--- src/svif_map.vh ---
`ifndef SVIF_MAP_VH
`define SVIF_MAP_VH
// Number of request sources and their bit positions in the packed vectors
`define SVIF_NUM_SRC 10
`define SVIF_BIT_EXT0 0
`define SVIF_BIT_EXT1 1
`define SVIF_BIT_TMRA 2
`define SVIF_BIT_TMRB 3
`define SVIF_BIT_TMRC 4
`define SVIF_BIT_SSP 5
`define SVIF_BIT_CMPA 6
`define SVIF_BIT_CMPB 7
`define SVIF_BIT_URX 8
`define SVIF_BIT_UTX 9
// Shared interrupt vector address
`define SVIF_VECTOR_ADDR 16'h0008
// Reset values
`define SVIF_FLAGS_RST 10'h000
`define SVIF_BIT_RST 1'b0
// Edge select encoding for external input 0
`define SVIF_EDGE_RISING 1'b0
`define SVIF_EDGE_FALLING 1'b1
`endif

--- src/svif_irq_ctrl.v ---
`include "svif_map.vh"
`default_nettype none
module svif_irq_ctrl (
    input wire clk_in,
    input wire reset_n_in,
    // Event sources, synchronous to clk_in
    input wire ext0_pin_in,
    input wire ext1_pin_in,
    input wire timer_a_overflow_in,
    input wire timer_b_overflow_in,
    input wire timer_counter_overflow_in,
    input wire sync_serial_port_done_in,
    input wire comparator_a_level_in,
    input wire comparator_b_level_in,
    input wire uart_rx_done_in,
    input wire uart_tx_done_in,
    // Configuration written by software
    input wire ext0_edge_select_in,
    input wire global_irq_enable_wr_in,
    input wire global_irq_enable_data_in,
    input wire [`SVIF_NUM_SRC-1:0] enable_wr_in,
    input wire [`SVIF_NUM_SRC-1:0] enable_data_in,
    input wire [`SVIF_NUM_SRC-1:0] flag_wr_in,
    input wire [`SVIF_NUM_SRC-1:0] flag_data_in,
    // Core acknowledges taking the vector
    input wire vector_ack_in,
    // State readback
    output reg global_irq_enable_out,
    output reg [`SVIF_NUM_SRC-1:0] enable_out,
    output reg [`SVIF_NUM_SRC-1:0] flag_out,
    output reg irq_request_out,
    output reg [15:0] vector_addr_out
);
    // Timing at the ports, for an event sampled at clock edge N:
    //   edge N: the flag cell sets, even when that cycle also writes a zero to it
    //   edge N+1: flag_out shows the flag, and irq_request_out rises if both enables are set
    //   edge N+2 at the earliest: the core may acknowledge the request
    //   edge after the acknowledge: the request drops and the global enable clears
    //   the vector address never changes; it sits in a flop like every other output
    // Limits worth knowing:
    //   pin and comparator levels are taken as synchronous; a raw pin needs a synchroniser first
    //   a completion input held high sets its flag every cycle, so a clear cannot stick meanwhile
    //   the edge detectors start low, so a high level at reset release counts as a rise
    //   a write of one to a flag is ignored; only hardware events set flags
    //   there is no ranking: software polls the enable and flag pairs in its own order

    // Edge pulses from the pin and comparator detectors
    wire ext0_rise; // External 0 pin went high
    wire ext0_fall; // External 0 pin went low
    wire ext1_fall; // External 1 pin went low
    wire cmpa_rise; // Comparator A output went high
    wire cmpa_fall; // Comparator A output went low
    wire cmpb_rise; // Comparator B output went high
    wire cmpb_fall; // Comparator B output went low

    // One-cycle event strobes per source, before they reach the flags
    reg ext0_event; // Only the edge named by the select bit
    wire ext1_event; // Falling edge only
    wire timer_a_event; // First timer wrapped
    wire timer_b_event; // Second timer wrapped
    wire timer_counter_event; // Timer-counter wrapped
    wire serial_event; // Synchronous serial transfer finished
    wire cmpa_event; // Comparator A changed level
    wire cmpb_event; // Comparator B changed level
    wire uart_rx_event; // UART byte received
    wire uart_tx_event; // UART byte sent

    // Packed set strobes and the live state of the flag cells
    reg [`SVIF_NUM_SRC-1:0] set_vec;
    wire [`SVIF_NUM_SRC-1:0] flag_q;
    // Software clears only on a written zero; a written one leaves the flag alone
    wire [`SVIF_NUM_SRC-1:0] clear_vec;
    // Next values of the registered outputs
    reg next_global_irq_enable; // Global enable after this edge
    reg [`SVIF_NUM_SRC-1:0] next_enable; // Per-source enables after this edge
    reg next_irq_request; // Request line after this edge

    // Any enabled pending source; deliberately no ranking among them
    function any_pending;
        input [`SVIF_NUM_SRC-1:0] flags;
        input [`SVIF_NUM_SRC-1:0] enables;
        begin
            any_pending = |(flags & enables);
        end
    endfunction

    // Either-direction change of a level, from its two edge pulses
    function level_changed;
        input rise;
        input fall;
        begin
            level_changed = rise | fall;
        end
    endfunction

    // Bitwise write merge: strobed bits take the new value, the others keep theirs
    function [`SVIF_NUM_SRC-1:0] merge_bits;
        input [`SVIF_NUM_SRC-1:0] old_bits;
        input [`SVIF_NUM_SRC-1:0] new_bits;
        input [`SVIF_NUM_SRC-1:0] strobes;
        begin
            merge_bits = (old_bits & ~strobes) | (new_bits & strobes);
        end
    endfunction

    // External 0 pin; both edges come out and the select bit picks one below
    svif_edge_det u_ext0 (
        .clk_in(clk_in),
        .reset_n_in(reset_n_in),
        .level_in(ext0_pin_in),
        .rise_out(ext0_rise),
        .fall_out(ext0_fall)
    );
    // External 1 pin; only the fall is wanted, the rise output stays open
    svif_edge_det u_ext1 (
        .clk_in(clk_in),
        .reset_n_in(reset_n_in),
        .level_in(ext1_pin_in),
        .rise_out(),
        .fall_out(ext1_fall)
    );
    // Comparator A output level
    svif_edge_det u_cmpa (
        .clk_in(clk_in),
        .reset_n_in(reset_n_in),
        .level_in(comparator_a_level_in),
        .rise_out(cmpa_rise),
        .fall_out(cmpa_fall)
    );
    // Comparator B output level
    svif_edge_det u_cmpb (
        .clk_in(clk_in),
        .reset_n_in(reset_n_in),
        .level_in(comparator_b_level_in),
        .rise_out(cmpb_rise),
        .fall_out(cmpb_fall)
    );

    // External 0: the select bit picks the edge that counts; the other is dropped
    always @* begin
        case (ext0_edge_select_in)
            `SVIF_EDGE_RISING: begin
                ext0_event = ext0_rise;
            end
            `SVIF_EDGE_FALLING: begin
                ext0_event = ext0_fall;
            end
            default: begin
                // An unknown select sets nothing rather than guess an edge
                ext0_event = `SVIF_BIT_RST;
            end
        endcase
    end

    // External 1 has a fixed falling edge
    assign ext1_event = ext1_fall;

    // Timer wraps arrive as one-cycle pulses from the timers
    assign timer_a_event = timer_a_overflow_in;
    assign timer_b_event = timer_b_overflow_in;
    assign timer_counter_event = timer_counter_overflow_in;

    // Serial completion pulse; a held level would set the flag again every cycle
    assign serial_event = sync_serial_port_done_in;

    // Comparator flags follow any change of the output level, not one edge
    assign cmpa_event = level_changed(cmpa_rise, cmpa_fall);
    assign cmpb_event = level_changed(cmpb_rise, cmpb_fall);

    // UART completion pulses, one per direction
    assign uart_rx_event = uart_rx_done_in;
    assign uart_tx_event = uart_tx_done_in;

    // Pack the strobes in the shared bit order; no enable bit gates them
    always @* begin
        // Start from all clear so every bit has a value on every path
        set_vec = `SVIF_FLAGS_RST;
        set_vec[`SVIF_BIT_EXT0] = ext0_event;
        set_vec[`SVIF_BIT_EXT1] = ext1_event;
        set_vec[`SVIF_BIT_TMRA] = timer_a_event;
        set_vec[`SVIF_BIT_TMRB] = timer_b_event;
        set_vec[`SVIF_BIT_TMRC] = timer_counter_event;
        set_vec[`SVIF_BIT_SSP] = serial_event;
        set_vec[`SVIF_BIT_CMPA] = cmpa_event;
        set_vec[`SVIF_BIT_CMPB] = cmpb_event;
        set_vec[`SVIF_BIT_URX] = uart_rx_event;
        set_vec[`SVIF_BIT_UTX] = uart_tx_event;
    end

    // Clear strobes from software writes of zero
    assign clear_vec = flag_wr_in & ~flag_data_in;

    // One sticky flag per source; an event in the clear cycle survives the clear
    // Loop index over the flag cells
    genvar gi;
    generate
        for (gi = 0; gi < `SVIF_NUM_SRC; gi = gi + 1) begin : g_flag
            // Cell gi holds the flag of source gi in the shared bit order
            svif_flag_bit u_flag (
                .clk_in(clk_in),
                .reset_n_in(reset_n_in),
                .set_in(set_vec[gi]),
                .clear_in(clear_vec[gi]),
                .flag_out(flag_q[gi])
            );
        end
    endgenerate

    // Global enable: the core's entry acknowledge clears it and beats a software write
    always @* begin
        if (vector_ack_in) begin
            // Masks nesting until the handler turns it back on
            next_global_irq_enable = `SVIF_BIT_RST;
        end else if (global_irq_enable_wr_in) begin
            // Software write of the global enable
            next_global_irq_enable = global_irq_enable_data_in;
        end else begin
            // No write: hold
            next_global_irq_enable = global_irq_enable_out;
        end
    end

    // Per-source enables: only the strobed bits change
    always @* begin
        // Bits without a strobe keep their value
        next_enable = merge_bits(enable_out, enable_data_in, enable_wr_in);
    end

    // Request needs global enable plus a matching enable and flag; sources are not ranked
    always @* begin
        // Global gate first, then any enabled flag
        next_irq_request = global_irq_enable_out & any_pending(flag_q, enable_out);
        if (vector_ack_in) begin
            // Dropped on entry so the core does not take the same request twice
            next_irq_request = `SVIF_BIT_RST;
        end
    end

    // Global enable register; reset keeps the core out until software is ready
    always @(posedge clk_in or negedge reset_n_in) begin
        if (!reset_n_in) begin
            // Nothing is taken before software turns it on
            global_irq_enable_out <= `SVIF_BIT_RST;
        end else begin
            global_irq_enable_out <= next_global_irq_enable;
        end
    end

    // Per-source enable register
    always @(posedge clk_in or negedge reset_n_in) begin
        if (!reset_n_in) begin
            // Every source starts disabled
            enable_out <= `SVIF_FLAGS_RST;
        end else begin
            enable_out <= next_enable;
        end
    end

    // Flag readback: a copy of the flag cells one cycle behind, so the port is flop-driven
    // Software that polls right after an event may see the flag one cycle late
    always @(posedge clk_in or negedge reset_n_in) begin
        if (!reset_n_in) begin
            // No request is pending after reset
            flag_out <= `SVIF_FLAGS_RST;
        end else begin
            flag_out <= flag_q;
        end
    end

    // Request register toward the core
    always @(posedge clk_in or negedge reset_n_in) begin
        if (!reset_n_in) begin
            // Quiet line while in reset
            irq_request_out <= `SVIF_BIT_RST;
        end else begin
            irq_request_out <= next_irq_request;
        end
    end

    // Shared vector address; a constant, but kept in a flop like every other output
    always @(posedge clk_in or negedge reset_n_in) begin
        if (!reset_n_in) begin
            // Valid even while in reset
            vector_addr_out <= `SVIF_VECTOR_ADDR;
        end else begin
            vector_addr_out <= `SVIF_VECTOR_ADDR;
        end
    end
endmodule // svif_irq_ctrl
`default_nettype wire

--- src/svif_edge_det.v ---
`include "svif_map.vh"
`default_nettype none
// Edge detector on a synchronous level; reports rise and fall as one-cycle pulses
module svif_edge_det (
    input wire clk_in,
    input wire reset_n_in,
    input wire level_in,
    output wire rise_out,
    output wire fall_out
);
    // Previous sampled level
    reg level_q;

    // Hold last level; starts low so a high level at release reads as a rise
    always @(posedge clk_in or negedge reset_n_in) begin
        if (!reset_n_in) begin
            level_q <= `SVIF_BIT_RST;
        end else begin
            level_q <= level_in;
        end
    end

    assign rise_out = level_in & ~level_q;
    assign fall_out = ~level_in & level_q;
endmodule // svif_edge_det
`default_nettype wire

--- src/svif_flag_bit.v ---
`include "svif_map.vh"
`default_nettype none
// One sticky request flag: hardware set wins over a software clear
module svif_flag_bit (
    input wire clk_in,
    input wire reset_n_in,
    input wire set_in,
    input wire clear_in,
    output reg flag_out
);
    // Set has priority so an event in the clear cycle is kept
    always @(posedge clk_in or negedge reset_n_in) begin
        if (!reset_n_in) begin
            flag_out <= `SVIF_BIT_RST;
        end else if (set_in) begin
            flag_out <= 1'b1;
        end else if (clear_in) begin
            flag_out <= 1'b0;
        end
    end
endmodule // svif_flag_bit
`default_nettype wire

--- config.mk ---
export PLATFORM = sky130hd
export DESIGN_NAME = svif_irq_ctrl
export DESIGN_NICKNAME = d
export VERILOG_FILES = /design/src/svif_irq_ctrl.v /design/src/svif_edge_det.v /design/src/svif_flag_bit.v
export VERILOG_INCLUDE_DIRS = /design/src
export SDC_FILE = /design/constraint.sdc
export NUM_CORES = 1
export LEC_CHECK = 0
export ABC_AREA = 1
export BUFFER_PORTS_ARGS = -buffer_cell sky130_fd_sc_hd__clkbuf_2
export CORE_UTILIZATION = 41
export CTS_CLUSTER_DIAMETER = 150
export DETAILED_ROUTE_END_ITERATION = 16
export PLACE_DENSITY = 0.85
export REMOVE_ABC_BUFFERS = 1
export SYNTH_ARGS = -nofsm -noshare
export SYNTH_HDL_FRONTEND = slang
export SYNTH_SLANG_ARGS = --single-unit
export TNS_END_PERCENT = 20
--- constraint.sdc ---
create_clock -name clk_in -period 1.1 [get_ports clk_in]
set_input_delay 0.055 -clock clk_in [delete_from_list [all_inputs] [get_ports clk_in]]
set_output_delay 0.055 -clock clk_in [all_outputs]
set_load 0.02 [all_outputs]
==> impl_metrics.toml, run 1 <==
[pwr]
swShare_pct = 28.8
ir_drop_mv = 0.878
power.density_mw_per_mm2 = 1160
p_total_w = 0.00279
p_leak_nw = 1.29
power_frac_comb_pct = 23.4
p_switching_w = 0.000804
p_int_w = 0.00199
p_seq_share_pct = 53.7
p_clk_share_pct = 22.9

[sta]
max_freq_mhz = 1020
period_share_pct = 89.5
rsz0062_at_grt = "false"
period_needed_ns = 0.985
setup_viol = 0
hold_ws_ns = 0.325
skew_ns = 0.00962
slew_viol_final = 0
setup_tns_ns = 0
hold_viol = 0

[synth]
synthCells = 132
postSynthAreaPerCell_um2 = 10.9
synth_area_mm2 = 0.00144
synth_edf_count = 0
synth_seq_area_share_pct = 62.7
synthArstFlopShare_pct = 100
synthFlopType = "dfrtp_1"
synth_cell_types = 15
yosys_warnings = 0
ys_ff_latch = 36

[die]
boundaryPins = 94
core_region_area_mm2 = 0.00334
start_util_pct = 43.1
die_h_um = 61.2
die_area_mm2 = 0.00375
dieWidth_um = 61.2
rows = 21

[route]
first_iter_violations = 47
wl_per_cell_um = 12.0
ant_nets = 0
vias = 1304
drc = 0
dr.pass1.iters = 6
wl_um = 3800
vias_per_cell = 4.13

[setup_path]
worstSetupEndpointType = "output pin"
cp_top_family = "flip-flops"
path_depth = 1
crit_buf_inv = 1
startpoint_type = "flip-flop"
ff2ff_path_depth = 6
critPathSlowestCell = "dfrtp_1"
slowest_delay_ns = 0.41
crit_type = "reg2out"
required_ns = 1.04
critPathMaxFanout = 3
path_cells = "clkbuf_2"
cp.arrival_ns = 0.93

[min_path]
hold_class = "in2async"

[clocking]
holdBufCountCts = 55
cts_max_level = 2
postCtsSetupRepairBufs = 0
path_clk_slew_ns = 0.10
cts_resized = 0
cts_inserted_buffers = 5
clk_path_buf_depth = 2
insertion_delay_ns = 0.33
cts_tree = "yes"
cts_root_buf = "clkbuf_4"
cts.sinks = 36

[placement]
gp_congestion = 0.755
hpwl_um = 2080
io_buffers = 77

[grt]
grt_use_total_pct = 21.9
grt_pass1_vias = 1309
grt_max_degree = 37
grt-ovfl-total = 0
antenna_found_initial = 0
grt_pass1_wl_um = 5650

[cells_and_area]
syn_to_final_growth_pct = 68.1
nFillCells = 233
antennaDiodeCount = 0
layout_common_cells = "clkbuf_2 (77), dlygate4sd3_1 (55), dfrtp_1 (36), nand2_1 (24), inv_1 (22)"
final_nets = 326
seq_area_um2 = 901
final_common_cell = "clkbuf_2"
multiInputGateArea_um2 = 387
drive_above_1_share_pct = 34.4

[flow_run]
cap_violations = 0

[outcome]
status = "complete, no violations"
[synth_stat cells, types with 2 or more instances]
library cell  number  area [um^2]
dfrtp_1           36          901
inv_1             22         82.6
nor2_1             4         15.0
nand3_1            2         10.0
nand2_1           24         90.1
xnor2_1            2         17.5
mux2_2             8         90.1
o21ai_0           10         50.1
conb_1             2         7.51
mux2_1             2         22.5
buf_4             16          120
[per-layer routing]
| metal | global-route usage (%) | share of wire [%] |
|---|---|---|
| met2 | 42.1 | 55 |
| met4 | 8.12 | 1.4 |
| met5 | 0 | 0 |
| met1 | 21.3 | 36 |
| met3 | 7.77 | 7.1 |
[cells by family (layout without fill, tap and decap cells)]
logic type,after synthesis,count (layout),share of synthesized area [%]
XOR/XNOR,2,2,1.22
buffers and inverters,38,162,14.1
flip-flops,36,36,62.7
other,2,16,0.522
AND/OR/NAND/NOR,31,31,8.44
AO/OA/AOI/OAI,13,13,5.22
multiplexers,10,10,7.83
[path summary, 6_finish.rpt]
check                                     startpoint                        end  slack (ns)
max                                        flip-flop              enable_out[1]        0.12
min in group clk_in                      ext0_pin_in             u_ext0.level_q        0.38
min reg2reg                g_flag[5].u_flag.flag_out                flag_out[5]        0.40
min                                       reset_n_in  g_flag[4].u_flag.flag_out        0.32
max in group asynchronous                 reset_n_in                flag_out[9]        0.45
max reg2reg                                flip-flop            irq_request_out        0.19
[layout make-up]
type                            count  share of cell area, %
Clock buffer                        6                   1.71
Clock inverter                      1                  0.207
Sequential cell                    36                   37.3
Inverter                           22                   3.42
Timing Repair Buffer              133                   39.0
Multi-Input combinational cell     72                   16.0
Tap cell                           46                   2.38
[power groups by stage]
stage	sequential, W	combinational (W)	clock, W
2_1_floorplan	0.00160	0.000170	0
3_3_place_gp	0.00151	0.000483	0
3_5_place_dp	0.00152	0.000489	0
4_1_cts	0.00150	0.000642	0.000660
5_1_grt	0.00152	0.000722	0.000720
6_report	0.00150	0.000652	0.000641
[through the flow]
stage	cell area [um^2]	cells	utilization [%]	setup slack [ns]
global route	2420	316	72.4	0.0640
detailed placement	1820	254	54.6	0.183
floorplan	1370	130	-	0.184
finish	2420	316	72.4	0.115
CTS	2420	316	72.4	0.114
global placement	1820	254	54.6	0.163
Note: power is estimated with default switching activity, not from simulation.
==> run 2, diff against run 1 <==
CORE_UTILIZATION = 44   (was 41)
PLACE_DENSITY = 0.9   (was 0.85)
clock period = 1.19 ns   (was 1.1 ns; I/O delays follow)
==> impl_metrics.toml, run 2 (synthesis results as in run 1) <==
[sta]
rsz0062_at_grt = "false"
period_needed_ns = 0.984
setup_viol = 0
period_share_pct = 82.7
hold_ws_ns = 0.0207
skew_ns = 0.00376
max_freq_mhz = 1020
slew_viol_final = 0
setup_tns_ns = 0
hold_viol = 0

[route]
dr.pass1.iters = 4
wl_um = 3780
vias_per_cell = 4.16
vias = 1306
wl_per_cell_um = 12.0
first_iter_violations = 15
ant_nets = 0
drc = 0

[die]
start_util_pct = 46.7
core_region_area_mm2 = 0.00308
boundaryPins = 94
rows = 20
die_area_mm2 = 0.00350
dieWidth_um = 59.2
die_h_um = 59.2

[setup_path]
crit_buf_inv = 1
crit_type = "reg2out"
cp_top_family = "flip-flops"
path_cells = "clkbuf_2"
worstSetupEndpointType = "output pin"
required_ns = 1.13
startpoint_type = "flip-flop"
slowest_delay_ns = 0.40
cp.arrival_ns = 0.92
critPathMaxFanout = 3
critPathSlowestCell = "dfrtp_1"

[pwr]
p_leak_nw = 1.30
p_int_w = 0.00218
swShare_pct = 25.5
p_switching_w = 0.000745
power_frac_comb_pct = 20.4
power.density_mw_per_mm2 = 1190
p_seq_share_pct = 47.4
p_total_w = 0.00292
p_clk_share_pct = 32.1
ir_drop_mv = 0.802

[grt]
grt_use_total_pct = 24.2
grt_pass1_wl_um = 5950
grt_pass1_vias = 1408
grt-ovfl-total = 0
antenna_found_initial = 0
grt_max_degree = 37

[clocking]
path_clk_slew_ns = 0.10
cts_inserted_buffers = 5
cts_root_buf = "clkbuf_4"
clk_path_buf_depth = 2
insertion_delay_ns = 0.33
postCtsSetupRepairBufs = 0
cts_tree = "yes"
cts.sinks = 36
cts_max_level = 2

[cells_and_area]
final_common_cell = "clkbuf_2"
final_nets = 325
antennaDiodeCount = 0
final_cells = 314
drive_above_1_share_pct = 35.2
layout_common_cells = "clkbuf_2 (77), dlygate4sd3_1 (54), dfrtp_1 (36), nand2_1 (24), inv_1 (22)"
syn_to_final_growth_pct = 70.7

[flow_run]
cap_violations = 0

[placement]
io_buffers = 77
gp_congestion = 0.687
placed_cells = 252
hpwl_um = 2010

[min_path]
hold_class = "in2reg"

[outcome]
status = "complete, no violations"
==> run 2: power by group through the flow <==
stage | sequential [W] | clock [W] | combinational, W
6_report | 0.00139 | 0.000939 | 0.000597
5_1_grt | 0.00140 | 0.00102 | 0.000656
4_1_cts | 0.00138 | 0.000962 | 0.000587
3_5_place_dp | 0.00141 | 0 | 0.000448
3_3_place_gp | 0.00140 | 0 | 0.000442
2_1_floorplan | 0.00148 | 0 | 0.000157
==> run 2: final timing paths <==
path	endpoint	depth (start not counted)	from	slack [ns]
hold reg to reg	flag_out[0]	0	g_flag[0].u_flag.flag_out	0.40
max in group asynchronous	async pin	3	reset_n_in	0.60
setup / recovery	enable_out[5]	1	flip-flop	0.21
setup reg to reg	irq_request_out	6	flip-flop	0.23
hold / removal	g_flag[3].u_flag.flag_out	4	flag_wr_in[3]	0.02
min in group asynchronous	async pin	3	reset_n_in	0.29
==> run 2: final cells by class <==
type | count | area [um^2]
Multi-Input combinational cell | 72 | 387
Timing Repair Buffer | 132 | 933
Tap cell | 44 | 55.1
Inverter | 22 | 82.6
Fill cell | 207 | 624
Clock buffer | 7 | 65.1
Clock inverter | 1 | 30.0
Sequential cell | 36 | 901
==> run 2: routing by layer <==
metal / global-route usage [%] / vias up / wire length (um) / share of wire [%]
met1: 20.8 / 592 / 1210 / 32
met3: 7.42 / 8 / 276 / 7.3
met2: 51.3 / 59 / 2240 / 59
li1: - / 647 / - / -
met4: 7.14 / 0 / 53 / 1.4
met5: 0 / - / 0 / 0
==> run 2: through the flow <==
step | util, % | cell area [um^2] | setup WS [ns]
floorplan | - | 1370 | 0.274
global placement | 59.1 | 1820 | 0.269
detailed placement | 59.1 | 1820 | 0.250
CTS | 79.7 | 2450 | 0.199
global route | 79.7 | 2450 | 0.145
finish | 79.7 | 2450 | 0.206
==> run 2: what timing repair did <==
item | 4_1_cts | 5_1_grt
setup endpoints to repair | 0 | 0
hold buffers | 54 | 0
hold endpoints to repair | 62 | 0
resized for setup | 0 | 0
